<file path="config.mk">
export PLATFORM = sky130hd
export DESIGN_NAME = sps_port
export DESIGN_NICKNAME = d
export VERILOG_FILES = /design/src/verilog/sps_pkg.sv /design/src/verilog/sps_link_if.sv /design/src/verilog/sps_port.sv /design/src/verilog/sps_rate_gen.sv /design/src/verilog/sps_sck_edge.sv
export SDC_FILE = /design/constraint.sdc
export NUM_CORES = 1
export LEC_CHECK = 0
export ABC_CLOCK_PERIOD_IN_PS = 2900
export BUFFER_PORTS_ARGS = -buffer_cell sky130_fd_sc_hd__clkbuf_2
export CORE_MARGIN = 4
export CORE_UTILIZATION = 45
export DETAILED_ROUTE_END_ITERATION = 6
export PLACE_DENSITY = 0.78
export SLEW_MARGIN = 20
export SYNTH_ARGS = -nofsm -noshare
export SYNTH_HDL_FRONTEND = slang
export SYNTH_SLANG_ARGS = --single-unit
</file>
<file path="constraint.sdc">
create_clock -name core_clk -period 2.9 [get_ports core_clk]
set_input_delay 0.145 -clock core_clk [delete_from_list [all_inputs] [get_ports core_clk]]
set_output_delay 0.145 -clock core_clk [all_outputs]
set_load 0.01 [all_outputs]
</file>
<file path="src/verilog/sps_pkg.sv">
package sps_pkg;

    // ==========================================================
    // Register map (byte addresses)
    localparam logic [7:0] SPS_OFS_BUF = 8'h10;
    localparam logic [7:0] SPS_OFS_CTRL = 8'h14;
    localparam logic [7:0] SPS_OFS_IFLAG = 8'h18;
    localparam logic [7:0] SPS_OFS_STAT = 8'h94;

    // ==========================================================
    // Field positions and reset values
    localparam int SPS_CTRL_WRITE_COLLISION_FLAG = 7;
    localparam int SPS_CTRL_OV = 6;
    localparam int SPS_CTRL_EN = 5;
    localparam int SPS_CTRL_CKP = 4;
    localparam int SPS_CTRL_MODE_HI = 3;
    localparam int SPS_STAT_SMP = 7;
    localparam int SPS_STAT_CKE = 6;
    localparam int SPS_STAT_BF = 0;
    localparam logic [7:0] SPS_CTRL_RST = 8'h00;
    localparam logic [7:0] SPS_STAT_RST = 8'h00;

    // ==========================================================
    // Mode codes
    localparam logic [3:0] SPS_MODE_DIV4 = 4'h0;
    localparam logic [3:0] SPS_MODE_DIV16 = 4'h1;
    localparam logic [3:0] SPS_MODE_DIV64 = 4'h2;
    localparam logic [3:0] SPS_MODE_TIMER = 4'h3;
    localparam logic [3:0] SPS_MODE_SLAVE_SS = 4'h4;
    localparam logic [3:0] SPS_MODE_SLAVE_FREE = 4'h5;

    // Bit periods in core clocks
    localparam int SPS_DIV_FAST = 4;
    localparam int SPS_DIV_MID = 16;
    localparam int SPS_DIV_SLOW = 64;

    typedef enum logic [2:0] {
        SPS_KIND_OFF,
        SPS_KIND_MASTER,
        SPS_KIND_SLAVE_SS,
        SPS_KIND_SLAVE_FREE,
        SPS_KIND_TWO_WIRE
    } sps_kind_t;

    typedef enum logic {
        SPS_IDLE,
        SPS_SHIFT
    } sps_phase_t;

    function automatic sps_kind_t sps_kind(input logic en,
                                           input logic [3:0] mode);
        sps_kind_t k;
        k = SPS_KIND_TWO_WIRE;
        case (mode)
            SPS_MODE_DIV4, SPS_MODE_DIV16,
            SPS_MODE_DIV64, SPS_MODE_TIMER: k = SPS_KIND_MASTER;
            SPS_MODE_SLAVE_SS: k = SPS_KIND_SLAVE_SS;
            SPS_MODE_SLAVE_FREE: k = SPS_KIND_SLAVE_FREE;
            default: k = SPS_KIND_TWO_WIRE;
        endcase
        if (!en)
        begin
            k = SPS_KIND_OFF;
        end
        return k;
    endfunction : sps_kind

endpackage : sps_pkg

</file>
<file path="src/verilog/sps_link_if.sv">
`timescale 1ns/1ps
interface sps_link_if;
    logic run;
    logic [1:0] rateSel;
    logic timerTick;
    logic halfTick;
    logic sckIn;
    logic sckRise;
    logic sckFall;
    modport core(output run, rateSel, timerTick, sckIn,
                 input halfTick, sckRise, sckFall);
    modport rate(input run, rateSel, timerTick, output halfTick);
    modport sense(input sckIn, output sckRise, sckFall);
endinterface : sps_link_if

</file>
<file path="src/verilog/sps_port.sv">
`timescale 1ns/1ps
// ==========================================================
// Synchronous serial port, SPI mode
// Notes on behaviour
// - Eight-bit words shift in and out together, MSB first.
// - Completed word moves to buffer, setting buffer-full and port flag.
// - Shift register is reachable only through the buffer register.
// - Buffer-full reads 1 after a receive, clears on buffer read.
// - Buffer write during shifting is dropped and sets write-collision.
// - Slave word arriving onto unread buffer sets overflow, is dropped.
// - Master mode never sets the overflow flag.
// - Port enable hands clock and data pins to the port.
// - Polarity bit gives the clock idle level.
// - Edge bit with polarity picks the data output edge.
// - Master sample phase: end or middle of output time; with edge bit set it always samples in the middle.
// - Codes 0-2 master at clock/4, /16, /64; code 3 timer/2.
// - Code 4 slave with select, code 5 slave ignoring select.
// - Two-wire codes keep the shifting logic inactive.
// - Clock pin output in master, input in slave; rate master only.
// - Start and stop flags read 0 after reset, clear when disabled.
// - Select low drives data-out; select high floats it from the next clock edge.
// - Select high resets the shifting logic in select-controlled slave.
module sps_port
    import sps_pkg::*;
#(
    parameter int ADDR_W = 8
)
(
    // Clock and reset
    input wire logic core_clk,
    input wire logic rst,
    // Avalon-MM slave
    input wire logic [ADDR_W-1:0] avs_address,
    input wire logic avs_read,
    input wire logic avs_write,
    input wire logic [31:0] avs_writedata,
    input wire logic [3:0] avs_byteenable,
    output logic [31:0] avs_readdata,
    output logic avs_waitrequest,
    // Serial pins
    input wire logic sckIn,
    output logic sckOut,
    output logic sckOe,
    input wire logic sdiIn,
    output logic sdoOut,
    output logic sdoOe,
    input wire logic slaveSelN,
    output logic pinsOwned,
    // Internal period timer
    input wire logic timerTick
);

    // ==========================================================
    // State
    typedef struct packed {
        logic waitReq;
        logic [31:0] rdData;
        logic [7:0] ctrl;
        logic input_sample_phase;
        logic cke;
        logic [4:0] twoWire;
        logic bf;
        logic iflag;
        logic [7:0] buffer;
        logic [7:0] sr;
        logic inBit;
        logic [2:0] bitCnt;
        logic busy;
        sps_phase_t phase;
        logic sck;
        logic sckOe;
        logic sdoOe;
        logic owned;
    } sps_core_t;

    sps_core_t s;
    sps_core_t n;

    sps_kind_t kind;
    logic isMaster;
    logic isSlave;
    logic ssHigh;
    logic clock_idle_polarity;
    logic lead;
    logic trail;
    logic done;
    logic [7:0] srNew;
    logic [7:0] wd;
    logic [7:0] ctrlWr;
    logic wrNow;
    logic rdNow;
    logic wcolSet;
    logic ovSet;
    logic bfSet;
    logic iflagSet;

    function automatic logic hit(input logic [ADDR_W-1:0] a,
                                 input logic [7:0] ofs);
        return a == ADDR_W'(ofs);
    endfunction : hit

    function automatic logic [7:0] regVal(input sps_core_t st,
                                          input logic [ADDR_W-1:0] a);
        logic [7:0] v;
        v = 8'h00;
        if (hit(a, SPS_OFS_BUF))
        begin
            v = st.buffer;
        end
        else if (hit(a, SPS_OFS_CTRL))
        begin
            v = st.ctrl;
        end
        else if (hit(a, SPS_OFS_STAT))
        begin
            v = {st.input_sample_phase, st.cke, st.twoWire, st.bf};
        end
        else if (hit(a, SPS_OFS_IFLAG))
        begin
            v = {7'h00, st.iflag};
        end
        return v;
    endfunction : regVal

    // ==========================================================
    // Helpers
    sps_link_if lnk();

    // Decoded apart from next state: keeps the rate link free of a loop
    assign kind = sps_kind(s.ctrl[SPS_CTRL_EN], s.ctrl[SPS_CTRL_MODE_HI:0]);
    assign isMaster = (kind == SPS_KIND_MASTER);
    assign isSlave = (kind == SPS_KIND_SLAVE_SS) ||
                     (kind == SPS_KIND_SLAVE_FREE);
    assign ssHigh = (kind == SPS_KIND_SLAVE_SS) && slaveSelN;

    assign lnk.run = isMaster && (s.phase == SPS_SHIFT);
    assign lnk.rateSel = s.ctrl[1:0];
    assign lnk.timerTick = timerTick;
    assign lnk.sckIn = sckIn;

    sps_rate_gen #(
        .CNT_W(5)
    ) u_rate (
        .core_clk(core_clk),
        .rst(rst),
        .lnk(lnk.rate)
    );

    sps_sck_edge u_edge (
        .core_clk(core_clk),
        .rst(rst),
        .lnk(lnk.sense)
    );

    // ==========================================================
    // Next state
    always_comb
    begin
        n = s;
        clock_idle_polarity = s.ctrl[SPS_CTRL_CKP];
        lead = 1'b0;
        trail = 1'b0;
        done = 1'b0;
        srNew = s.sr;
        wd = avs_writedata[7:0];
        wrNow = avs_write && !s.waitReq && avs_byteenable[0];
        rdNow = avs_read && !s.waitReq;
        wcolSet = 1'b0;
        ovSet = 1'b0;
        bfSet = 1'b0;
        iflagSet = 1'b0;

        // Bus handshake: one wait cycle, then answer
        if (!s.waitReq)
        begin
            n.waitReq = 1'b1;
        end
        else if (avs_read || avs_write)
        begin
            n.waitReq = 1'b0;
            n.rdData = avs_read ? {24'h000000, regVal(s, avs_address)}
                                : 32'h00000000;
        end

        // Clock events: own divided clock or the peer's pin
        if (isMaster && s.phase == SPS_SHIFT && lnk.halfTick)
        begin
            n.sck = !s.sck;
            lead = (s.sck == clock_idle_polarity);
            trail = (s.sck != clock_idle_polarity);
        end
        else if (isSlave && !ssHigh)
        begin
            lead = clock_idle_polarity ? lnk.sckFall : lnk.sckRise;
            trail = clock_idle_polarity ? lnk.sckRise : lnk.sckFall;
        end
        if (lead || trail)
        begin
            n.busy = 1'b1;
        end

        // Edge bit set: data moves on the leading edge
        if (s.cke)
        begin
            if (lead && s.bitCnt != 3'h0)
            begin
                srNew = {s.sr[6:0], s.inBit};
            end
            if (trail)
            begin
                n.inBit = sdiIn;
                if (s.bitCnt == 3'h7)
                begin
                    srNew = {s.sr[6:0], sdiIn};
                    done = 1'b1;
                end
            end
        end
        else
        begin
            if (lead)
            begin
                n.inBit = sdiIn;
            end
            if (trail)
            begin
                // Late sampling picks the pin up right at the shift
                srNew = {s.sr[6:0],
                         (s.input_sample_phase && isMaster) ? sdiIn : s.inBit};
                done = (s.bitCnt == 3'h7);
            end
        end
        if (trail)
        begin
            n.bitCnt = s.bitCnt + 3'h1;
        end
        n.sr = srNew;

        // Word complete
        if (done)
        begin
            n.busy = 1'b0;
            n.phase = SPS_IDLE;
            if (isSlave && s.bf)
            begin
                ovSet = 1'b1;
            end
            else
            begin
                n.buffer = srNew;
                bfSet = 1'b1;
                iflagSet = 1'b1;
            end
        end

        // Buffer write loads the shift register
        if (wrNow && hit(avs_address, SPS_OFS_BUF))
        begin
            if (s.busy)
            begin
                wcolSet = 1'b1;
            end
            else
            begin
                n.sr = wd;
                n.buffer = wd;
                n.bitCnt = 3'h0;
                if (isMaster)
                begin
                    n.phase = SPS_SHIFT;
                    n.busy = 1'b1;
                end
            end
        end

        // Control: hardware sets win over a software clear
        ctrlWr = s.ctrl;
        if (wrNow && hit(avs_address, SPS_OFS_CTRL))
        begin
            ctrlWr = wd;
        end
        n.ctrl = ctrlWr;
        n.ctrl[SPS_CTRL_WRITE_COLLISION_FLAG] = ctrlWr[SPS_CTRL_WRITE_COLLISION_FLAG] || wcolSet;
        // Master completions never reach ovSet
        n.ctrl[SPS_CTRL_OV] = ctrlWr[SPS_CTRL_OV] || ovSet;

        // Status: only phase and edge bits are writable
        if (wrNow && hit(avs_address, SPS_OFS_STAT))
        begin
            n.input_sample_phase = wd[SPS_STAT_SMP];
            n.cke = wd[SPS_STAT_CKE];
        end
        n.bf = (s.bf && !(rdNow && hit(avs_address, SPS_OFS_BUF)))
               || bfSet;

        n.iflag = s.iflag;
        if (wrNow && hit(avs_address, SPS_OFS_IFLAG))
        begin
            n.iflag = wd[0];
        end
        n.iflag = n.iflag || iflagSet;

        // Inactive modes and deselect hold the shifter reset
        if (!(isMaster || isSlave) || ssHigh)
        begin
            n.busy = 1'b0;
            n.bitCnt = 3'h0;
            n.phase = SPS_IDLE;
            n.inBit = 1'b0;
        end
        if (n.phase == SPS_IDLE)
        begin
            n.sck = n.ctrl[SPS_CTRL_CKP];
        end

        // Two-wire flags stay still; disable clears them
        if (!s.ctrl[SPS_CTRL_EN])
        begin
            n.twoWire = 5'h00;
        end

        // Pin ownership
        n.owned = s.ctrl[SPS_CTRL_EN];
        n.sckOe = isMaster;
        n.sdoOe = isMaster || (kind == SPS_KIND_SLAVE_FREE) ||
                  ((kind == SPS_KIND_SLAVE_SS) && !slaveSelN);
    end

    // ==========================================================
    // Registers
    always_ff @(posedge core_clk)
    begin
        if (rst)
        begin
            s <= '0;
            s.waitReq <= 1'b1;
            s.ctrl <= SPS_CTRL_RST;
            {s.input_sample_phase, s.cke, s.twoWire, s.bf} <= SPS_STAT_RST;
            s.phase <= SPS_IDLE;
        end
        else
        begin
            s <= n;
        end
    end

    // ==========================================================
    // Outputs, all straight from flops
    assign avs_readdata = s.rdData;
    assign avs_waitrequest = s.waitReq;
    assign sckOut = s.sck;
    assign sckOe = s.sckOe;
    assign sdoOut = s.sr[7];
    assign sdoOe = s.sdoOe;
    assign pinsOwned = s.owned;

endmodule : sps_port

</file>
<file path="src/verilog/sps_rate_gen.sv">
`timescale 1ns/1ps
module sps_rate_gen
    import sps_pkg::*;
#(
    parameter int CNT_W = 5
)
(
    // Clock and reset
    input wire logic core_clk,
    input wire logic rst,
    // Link to core
    sps_link_if.rate lnk
);

    typedef struct packed {
        logic [CNT_W-1:0] cnt;
    } sps_rate_t;

    sps_rate_t s;
    sps_rate_t n;
    logic [CNT_W-1:0] last;

    // Half a bit period per tick; timer mode halves the timer rate
    always_comb
    begin
        case (lnk.rateSel)
            2'h0: last = CNT_W'(SPS_DIV_FAST / 2 - 1);
            2'h1: last = CNT_W'(SPS_DIV_MID / 2 - 1);
            default: last = CNT_W'(SPS_DIV_SLOW / 2 - 1);
        endcase
        n = s;
        if (!lnk.run || s.cnt == last)
        begin
            n.cnt = '0;
        end
        else
        begin
            n.cnt = s.cnt + CNT_W'(1);
        end
    end

    assign lnk.halfTick = lnk.run && ((lnk.rateSel == 2'h3) ?
                          lnk.timerTick : (s.cnt == last));

    always_ff @(posedge core_clk)
    begin
        if (rst)
        begin
            s <= '0;
        end
        else
        begin
            s <= n;
        end
    end

endmodule : sps_rate_gen

</file>
<file path="src/verilog/sps_sck_edge.sv">
`timescale 1ns/1ps
module sps_sck_edge
(
    // Clock and reset
    input wire logic core_clk,
    input wire logic rst,
    // Link to core
    sps_link_if.sense lnk
);

    typedef struct packed {
        logic prev;
    } sps_edge_t;

    sps_edge_t s;
    sps_edge_t n;

    always_comb
    begin
        n = s;
        n.prev = lnk.sckIn;
    end

    assign lnk.sckRise = lnk.sckIn && !s.prev;
    assign lnk.sckFall = !lnk.sckIn && s.prev;

    always_ff @(posedge core_clk)
    begin
        if (rst)
        begin
            s <= '0;
        end
        else
        begin
            s <= n;
        end
    end

endmodule : sps_sck_edge

</file>
==> results.md, run 1 <==
* Top area cells in the synthesized netlist: dfxtp_1 36%, buf_4 8.3%, mux2i_1 5.7%
* First-pass GRT wire length at about 11000 um
* Synth warn at 0
* Worst slew pin tran at a little under 0.7 ns
* CTS sink cnt at 53
* Final ANT Viol Nets at 0
* Top FF cell, synth: dfxtp_1
* Global route overflow at 0
* Ports at 90
* Library cells used by synthesis at between 60 and 70
* Clock transition at the registers of the reported paths at approximately 0.10 ns
* Status: finished clean
* Tmin final at between 2 and 2.5 ns
* Initial antenna violation count at 0
* Starting Density at roughly 47%
* H-tree levels at 2
* Die height at a little under 90 um
* Nets at 432
* Multi-input logic area at approximately 1700 sq um
* Die area at 8000 sq um
* # diodes at 0
* Crit path kind: flip-flop to flip-flop
* Leading area contributor after synthesis: dfxtp_1
* Post-Route WL at about 6500 um
* Total GRT Usage at 17.0%
* Share of the synthesized area in the top cell type at a little over a third
* Final-report max-slew violation count at 0
* Register area at 1060 sq um
* Count leader, synth: dfxtp_1
* Final setup fails at 0
* Filler Cell Count at just under 600
* Post-synthesis instance total at roughly 350
* Setup TNS at 0 ns
* Largest net degree at the start of global routing at 36
* Port Buffers at 38
* Synth Area per Inst at approximately 8.6 sq um
* Drt pass-1 iters at 4
* Synthesized cell area at around 3000 sq um
* Leakage at around 0.0012 uW
* Via/cell ratio at between 5 and 6
* Routed len/inst at 14.3 um
* Hold path start: avs_writedata[7]
* Post-CTS sizing at 0
* Share of post-route cells with drive strength above 1 at about a fifth
* Startpoint class of the critical path: flip-flop
* Starting DRC count in detailed routing at 180
* Vias in the first global route at between 2000 and 2500
* Fin. Hold Viols at 0
* Max-slew headroom at between 50% and 60%
* Vias at roughly 2400
* Area delta synth->final at 6.58%
* CTS tree: yes
* Worst setup path start: lnk.rateSel[0]$_SDFFE_PP0P_
* Worst Clk Skew at 0.0142 ns
* DRC errors left at 0
* Crit. End Element: flip-flop
* Register bit count reported by yosys at between 50 and 60
* GPL Wtd Cong at just under 0.9
* HP Class: input pin to flip-flop
* Power Dens Cells at 390 nW/um^2
* Std-Cell Rows at 29
* Hold bufs inserted after CTS at 0
* Worst R2R Start: lnk.rateSel[0]$_SDFFE_PP0P_
* Root buffer cell: clkbuf_8
* Synth async-reset ratio at 0%
* Final hold slack at between 0.1 and 0.15 ns
* Die width at around 90 um
* Dpl hpwl at around 5000 um
* Worst vdd ir at 0.237 mV
* Max cap viols at 0
* Peak fanout along the critical path at 12
* Setup repair bufs after CTS at 0
* RSZ-0062 raised after global routing: false
* Post-synthesis sequential area ratio at between 30% and 40%
* Data arrival, critical path at 2.57 ns
* Synth top cells by count: 53 x dfxtp_1, 42 x nor2_1, 33 x buf_4
* Clk_lat worst skew at between 0.3 and 0.4 ns
* Post-synth EDFFs at 0
* Required time of the critical path at slightly above 3 ns
* Clk buf depth at 2
* Core Region at 6390 sq um
* Tcrit/Tclk final at roughly 82%
* CTS buffer count at 5
* Max Freq at between 400 and 500 MHz
[metal layers]
| metal | routed length [um] | GRT usage (%) | part of all wire [%] |
|---|---|---|---|
| met5 | 0 | 0 | 0 |
| met4 | 57 | 6.36 | 0.88 |
| met3 | 355 | 4.15 | 5.5 |
| met2 | 3060 | 26.0 | 47 |
| met1 | 3020 | 23.0 | 47 |
[layout make-up]
type	instances	share of cell area, %
Clock buffer	5	2.16
Multi-Input combinational cell	264	52.4
Clock inverter	3	0.787
Timing Repair Buffer	43	7.16
Inverter	9	1.06
Sequential cell	53	33.4
Tap cell	77	3.03
[metrics by stage]
step | setup WS, ns | std cells | power, uW | area (sq um) | utilization, %
CTS | 0.576 | 454 | 1250 | 3180 | 49.8
floorplan | 0.752 | 370 | 816 | 3070 | -
global placement | 0.563 | 446 | 821 | 3090 | 48.3
global route | 0.413 | 454 | 1300 | 3180 | 49.8
finish | 0.532 | 454 | 1240 | 3180 | 49.8
detailed placement | 0.568 | 446 | 822 | 3090 | 48.3
[critical path, cell delays in order, from the launching register on]
cell,delay [ns]
dfxtp_1,0.41
or3_4,0.43
a21oi_4,0.17
o211ai_1,0.13
o2111a_2,0.24
a2111oi_4,0.28
buf_4,0.27
mux2i_1,0.24
a21oi_1,0.09
[placed cells by master, fill, tap and decap left out, types with 2 or more instances in the layout]
cell type  count
ha_1           4
clkbuf_2      38
nand3_1       13
or2_2          3
nor2b_1        3
a31oi_1        5
conb_1        24
nand2b_1       6
a211oi_1       3
o21bai_1       7
xor2_1         4
mux2_2         3
nand2_1       20
o21ai_0        9
nor2_1        42
o211ai_1       3
xnor2_1        3
and2_2         2
clkbuf_8       5
o21a_1         2
o21ai_1        2
nor4_1         2
nor3_1        10
nor3b_1        2
inv_1          9
a21oi_1       23
nand4_1        2
mux2i_1       17
o31ai_1        3
nand3b_1       4
and2_1         2
a2bb2oi_1      5
buf_4          5
and3_1         2
o2111ai_1      2
dfxtp_1       53
a21o_1         3
a22oi_1        7
[flip-flops by register name, indices dropped and copies added (netlist names)]
name,cells
sdoOe,1
avs_waitrequest,1
sdoOut,1
pinsOwned,1
n,1
s,29
lnk.rateSel,2
u_edge.s,1
avs_readdata,8
u_rate.s,5
clock_idle_polarity,1
sckOe,1
sckOut,1
[final timing paths]
| kind | to | cells after the start | slack (ns) |
|---|---|---|---|
| max | s[19]$_SDFF_PP0_ | 8 | 0.53 |
| min | s[34]$_SDFFE_PP0P_ | 3 | 0.10 |
| max reg2reg | s[19]$_SDFF_PP0_ | 8 | 0.53 |
| min reg2reg | avs_readdata[0]$_SDFFE_PP0P_ | 2 | 0.46 |
[report_power, final]
group / internal, uW / switching (uW) / total [uW]
sequential: 729 / 3.05 / 732
combinational: 24.0 / 50.6 / 74.5
clock: 175 / 258 / 433
[logic make-up after synthesis]
group                    Yosys count  synth area share, %
AND/OR/NAND/NOR                  123                 21.6
AO/OA/AOI/OAI                     85                 20.4
flip-flops                        53                 35.6
buffers and inverters             53                 11.4
multiplexers                      21                 7.21
XOR/XNOR                           7                 2.05
adder cells (fa/ha/maj)            4                 1.68
other                              1                0.126
Power figures use the tool's default switching activity.
==> run 2: changes to the inputs <==
--- a/config.mk
+++ b/config.mk
@@ -5,12 +5,13 @@
 export SDC_FILE = /design/constraint.sdc
 export NUM_CORES = 1
 export LEC_CHECK = 0
-export ABC_CLOCK_PERIOD_IN_PS = 2900
+export ABC_AREA = 1
+export ABC_CLOCK_PERIOD_IN_PS = 2150
 export BUFFER_PORTS_ARGS = -buffer_cell sky130_fd_sc_hd__clkbuf_2
 export CORE_MARGIN = 4
 export CORE_UTILIZATION = 45
 export DETAILED_ROUTE_END_ITERATION = 6
-export PLACE_DENSITY = 0.78
+export PLACE_DENSITY = 0.81
 export SLEW_MARGIN = 20
 export SYNTH_ARGS = -nofsm -noshare
 export SYNTH_HDL_FRONTEND = slang
==> constraint.sdc (replaced) <==
create_clock -name core_clk -period 2.15 [get_ports core_clk]
set_input_delay 0.1075 -clock core_clk [delete_from_list [all_inputs] [get_ports core_clk]]
set_output_delay 0.1075 -clock core_clk [all_outputs]
set_load 0.01 [all_outputs]
==> run 2 against run 1 <==
  * Synthesized cell count is 23% higher
  * Sequential share of layout area is 1.1 points lower
  * Sequential cell count stayed put
  * Global-route usage is 0.27 points higher
  * Cell count is 19% higher
  * First-iteration DRC count is 8.3% lower
  * Largest cell class unchanged
  * Largest power group unchanged
==> results.md, run 2 <==
* Met3 usage in global routing at around 3.4%
* Reg2reg end: s[23]$_SDFF_PP0_
* Core Region at 6490 sq um
* Share of post-route cells with drive strength above 1 at a little over a fifth
* H-tree levels at 2
* Worst setup path start: lnk.rateSel[0]$_SDFFE_PP0P_
* Clock transition at the registers of the reported paths at 0.11 ns
* Crit path kind: flip-flop to flip-flop
* Via/cell ratio at around 5.3
* Starting Density at ~47%
* Dpl hpwl at 5420 um
* Max Freq at between 500 and 600 MHz
* Post-CTS sizing at 0
* Synth warn at 0
* CTS buffer count at 5
* HP Class: input pin to flip-flop
* Largest register FFs at 29
* Synth async-reset ratio at 0%
* # diodes at 0
* Routed len/inst at around 13 um
* Vias in the first global route at ~2600
* Total GRT Usage at roughly 17%
* Filler Cell Count at roughly 640
* Most flops, register: s
* Most common cell after layout, fill and taps aside: nand2_1
* Worst vdd ir at between 0.2 and 0.3 mV
* Hold path start: avs_write
* Leading area contributor after synthesis: dfxtp_1
* Most frequent cells in the layout: 80 x nand2_1, 53 x dfxtp_1, 47 x inv_1
* Tcrit/Tclk final at 91.4%
* Setup TNS at 0 ns
* Root buffer cell: clkbuf_8
* Post-synth EDFFs at 0
* Data arrival, critical path at around 2.2 ns
* Leakage at 0.00141 uW
* GRT met1 Usage at a little under a quarter
* Initial antenna violation count at 0
* Clk_lat worst skew at 0.32 ns
* Crit. End Element: flip-flop
* Global route overflow at 0
* RSZ-0062 raised after global routing: false
* Die area at roughly 8000 sq um
* Worst Clk Skew at 0.0137 ns
* Synthesized cell area at around 3100 sq um
* Vias at about 2800
* Tmin final at between 1.5 and 2 ns
* Share of the synthesized area in the top cell type at between 30% and 40%
* Die width at 90.6 um
* Library cells used by synthesis at 41
* Std-Cell Rows at 29
* Max cap viols at 0
* Synth top cells by count: 80 x nand2_1, 53 x dfxtp_1, 47 x inv_1
* Count leader, synth: nand2_1
* Drt pass-1 iters at 5
* Peak fanout along the critical path at 12
* CTS tree: yes
* Final setup fails at 0
* DRC errors left at 0
* Power Dens Cells at between 500 and 600 nW/um^2
* Top FF cell, synth: dfxtp_1
* CTS sink cnt at 53
* Final-report max-slew violation count at 0
* Hold path depth at 4
* Worst Hold Endpoint: avs_waitrequest$_SDFF_PP1_
* Post-synthesis instance total at between 400 and 500
* GPL Wtd Cong at 0.864
* Reg-to-reg slack, setup at roughly 0.18 ns
* Final ANT Viol Nets at 0
* Die height at just over 90 um
* Post-synthesis sequential area ratio at between 30% and 40%
* Starting DRC count in detailed routing at between 150 and 200
* Clk buf depth at 2
* GR peak layer: met2
* Fin. Hold Viols at 0
* Register bit count reported by yosys at between 50 and 60
* Total power at roughly 1700 uW
* Largest net degree at the start of global routing at 21
* Synth Area per Inst at around 7.2 sq um
* First-pass GRT wire length at between 10000 and 15000 um
* Nets at between 500 and 600
* Status: finished clean
* Top area cells in the synthesized netlist: dfxtp_1 35%, nand2_1 9.8%, buf_4 8.3%
* Required time of the critical path at between 2 and 2.5 ns
* Port Buffers at 38
* Area delta synth->final at 7.17%
* Ports at 90
* Post-Route WL at between 7000 and 8000 um
* Worst R2R Start: lnk.rateSel[0]$_SDFFE_PP0P_
* Startpoint class of the critical path: flip-flop
* GR Layer Usage met2 at between 20 and 30%
* Worst reg-to-reg path cell count at 14
run 2: cell types whose count changed after synthesis, moves of 14 or more:
| cell | change |
|---|---|
| nand2_1 | +60 |
| inv_1 | +38 |
| a21oi_1 | +20 |
| mux2i_1 | -17 |
| o21ai_0 | +15 |
| nand3_2 | +14 |
run 2: cell families after synthesis:
logic type	after synthesis	synth area share [%]
AO/OA/AOI/OAI	97	18.2
buffers and inverters	100	17.0
flip-flops	53	34.5
other	1	0.122
XOR/XNOR	5	1.43
AND/OR/NAND/NOR	168	27.0
adder cells (fa/ha/maj)	4	1.63
run 2: report_power, final:
| group | internal [uW] | leakage [uW] | switching (uW) |
|---|---|---|---|
| clock | 232 | 0.0000445 | 356 |
| sequential | 984 | 0.000427 | 1.74 |
| combinational | 27.1 | 0.000934 | 70.8 |
run 2: what timing repair did:
action	CTS	global route
endpoints found under the hold margin	1	0
setup buffers	0	2
endpoints found under the setup margin	0	2
hold buffers	1	0
run 2: stage by stage:
stage                     utilization, %  setup slack (ns)  area (sq um)  std cells  hold slack (ns)
after detailed placement            48.9             0.200          3180        527            0.333
after global placement              48.9             0.272          3180        527            0.326
after CTS                           50.5             0.175          3280        536           0.0746
after global routing                50.7            0.0206          3290        538           0.0809
final                               50.7             0.185          3290        538           0.0717
after floorplan                        -             0.487          3160        451            0.191
run 2: worst max-delay path by stage:
stage	slack, ns	endpoint
2_1_floorplan	0.49	sckOut$_SDFFE_PP0P_
5_1_grt	0.02	s[10]$_SDFF_PP0_
6_report	0.18	s[23]$_SDFF_PP0_
4_1_cts	0.18	s[22]$_SDFF_PP0_
3_5_place_dp	0.20	s[22]$_SDFF_PP0_
3_3_place_gp	0.27	s[22]$_SDFF_PP0_
run 2: critical path, cell delays in order (launching register included):
cell,delay [ns]
dfxtp_1,0.45
nor2_1,0.07
nor2_1,0.08
nor2_1,0.04
nor2_1,0.07
nand2_1,0.08
nand2_2,0.10
nand3_2,0.09
nand2_4,0.09
nand2_4,0.14
nor2_4,0.13
inv_1,0.16
a21oi_1,0.18
nand2_1,0.09
a21oi_2,0.11
run 2: area by class of cell:
cell class,count,area [sq um],share of cell area [%]
clock buffers,5,68.8,2.09
inverters,54,203,6.16
clock inverters,3,21.3,0.646
flip-flops and latches,53,1060,32.2
multi-input cells,298,1570,47.8
repair buffers,48,268,8.13
well taps,77,96.3,2.93
run 2: metal layers:
metal / vias to the layer above / routed length, um
li1: 1406 / -
met5: - / 0
met3: 5 / 583
met1: 1299 / 3210
met4: 0 / 38
met2: 123 / 3220
==> run 3: changes to the inputs <==
--- a/config.mk
+++ b/config.mk
@@ -7,11 +7,11 @@
 export LEC_CHECK = 0
 export ABC_AREA = 1
 export ABC_CLOCK_PERIOD_IN_PS = 2150
-export BUFFER_PORTS_ARGS = -buffer_cell sky130_fd_sc_hd__clkbuf_2
 export CORE_MARGIN = 4
 export CORE_UTILIZATION = 45
 export DETAILED_ROUTE_END_ITERATION = 6
-export PLACE_DENSITY = 0.81
+export DONT_BUFFER_PORTS = 1
+export PLACE_DENSITY = 0.69
 export SLEW_MARGIN = 20
 export SYNTH_ARGS = -nofsm -noshare
 export SYNTH_HDL_FRONTEND = slang
==> run 3 against run 2 <==
  * Sequential share of layout area grew 0.70 points
  * Via count fell by 8.1%
  * Clock skew is 0.0030 ns lower
  * Largest cell class unchanged
==> results.md, run 3 (same netlist as run 2, synthesis figures left out) <==
* Status: finished clean
* Max cap viols at 0
* Data arrival, critical path at ~2.2 ns
* Worst reg-to-reg path cell count at 11
* Clk_lat worst skew at 0.32 ns
* Required time of the critical path at between 2 and 2.5 ns
* Max Freq at 515 MHz
* Die width at about 91 um
* Hold path depth at 2
* Crit path kind: flip-flop to flip-flop
* Final setup fails at 0
* Port Buffers at 0
* Share of post-route cells with drive strength above 1 at 13.4%
* Starting Density at a little under half
* Setup slack after layout at 0.206 ns
* Largest net degree at the start of global routing at 31
* Drt pass-1 iters at 4
* DR WL met3 at 415 um
* Vias in the first global route at between 2000 and 2500
* Power Dens Cells at slightly above 500 nW/um^2
* Tcrit/Tclk final at 90.4%
* Final-report max-slew violation count at 0
* Most flops, register: s
* First-pass GRT wire length at about 12000 um
* Routed len/inst at approximately 14 um
* Leakage at 0.00130 uW
* Crit. End Element: flip-flop
* Largest register FFs at 29
* Worst vdd ir at between 0.2 and 0.25 mV
* Clock transition at the registers of the reported paths at 0.10 ns
* Metal1 wirelength at roughly 3300 um
* CTS tree: yes
* RSZ-0062 raised after global routing: false
* Most frequent cells in the layout: 80 x nand2_1, 53 x dfxtp_1, 47 x inv_1
* Tmin final at about 1.9 ns
* # diodes at 0
* Vias at roughly 2600
* Total GRT Usage at between 15 and 20%
* CTS sink cnt at between 50 and 60
* DR WL met2 at around 3200 um
* Initial antenna violation count at 0
* Core Region at approximately 6500 sq um
* Top Layer Used: met4
* Worst Clk Skew at 0.0107 ns
* Nets at between 400 and 500
* H-tree levels at 2
* Final ANT Viol Nets at 0
* Starting DRC count in detailed routing at approximately 100
* Global route overflow at 0
* Area delta synth->final at 4.89%
* Most common cell after layout, fill and taps aside: nand2_1
* Std-Cell Rows at 29
* HP Class: input pin to flip-flop
* Die area at slightly above 8000 sq um
* DRC errors left at 0
* Ports at 90
* Setup TNS at 0 ns
* Post-Route WL at around 7000 um
* CTS buffer count at 5
* Die height at around 91 um
* Root buffer cell: clkbuf_8
* Startpoint class of the critical path: flip-flop
* Place WS at between 0.15 and 0.2 ns
* Via/cell ratio at 5.09
* Clk buf depth at 2
* Dpl hpwl at around 5100 um
* Fin. Hold Viols at 0
* Peak fanout along the critical path at 12
* GPL Wtd Cong at about 0.83
* Final hold slack at roughly 0.0087 ns
-- run 3: per-stage QoR --
step | util, % | cell area [sq um] | cells | power (uW)
final | 49.6 | 3220 | 511 | 1660
after global routing | 49.6 | 3220 | 511 | 1710
after CTS | 49.4 | 3210 | 510 | 1670
after detailed placement | 46.1 | 2990 | 490 | 1060
after global placement | 46.1 | 2990 | 490 | 1060
after floorplan | - | 3160 | 451 | 1090
-- run 3: worst paths after layout --
path	endpoint	slack [ns]	startpoint
setup / recovery	s[19]$_SDFF_PP0_	0.21	lnk.rateSel[1]$_SDFFE_PP0P_
hold / removal	s[33]$_SDFFE_PP0P_	0.009	avs_writedata[6]
setup reg to reg	s[19]$_SDFF_PP0_	0.21	lnk.rateSel[1]$_SDFFE_PP0P_
hold reg to reg	s[9]$_SDFFE_PP0P_	0.47	s[9]$_SDFFE_PP0P_
-- run 3: layout make-up --
class | instances | area [sq um]
multi-input combinational | 298 | 1570
inverter | 54 | 203
clock inverter | 2 | 13.8
timing repair buffer | 21 | 201
tap | 77 | 96.3
clock buffer | 6 | 72.6
fill | 632 | 3270
sequential | 53 | 1060
-- run 3: routing by layer --
metal  vias to the layer above  track usage (%)
met5                         -                0
met4                         0             5.61
li1                       1346                -
met3                         7             3.58
met2                        60             27.4
met1                      1190             23.5
-- run 3: what timing repair did --
item | 4_1_cts | 5_1_grt
endpoints found under the hold margin | 40 | 0
endpoints found under the setup margin | 0 | 9
hold buffers | 12 | 0
resized for setup | 0 | 1
buffers inserted | 0 | 1
-- run 3: power breakdown --
group | switching [uW] | internal (uW)
Combinational | 61.5 | 27.6
Clock | 351 | 233
Sequential | 2.45 | 984
-- run 3: critical path, cell delays in order, from the launching register on --
cell and delay, ns:
dfxtp_1 0.37, inv_2 0.09, nand4_1 0.15, a21oi_2 0.21
o211ai_1 0.17, nand2_4 0.12, nand2_4 0.14, nor2_4 0.12
inv_1 0.15, a21oi_1 0.18, nand2_1 0.07, a21oi_1 0.11
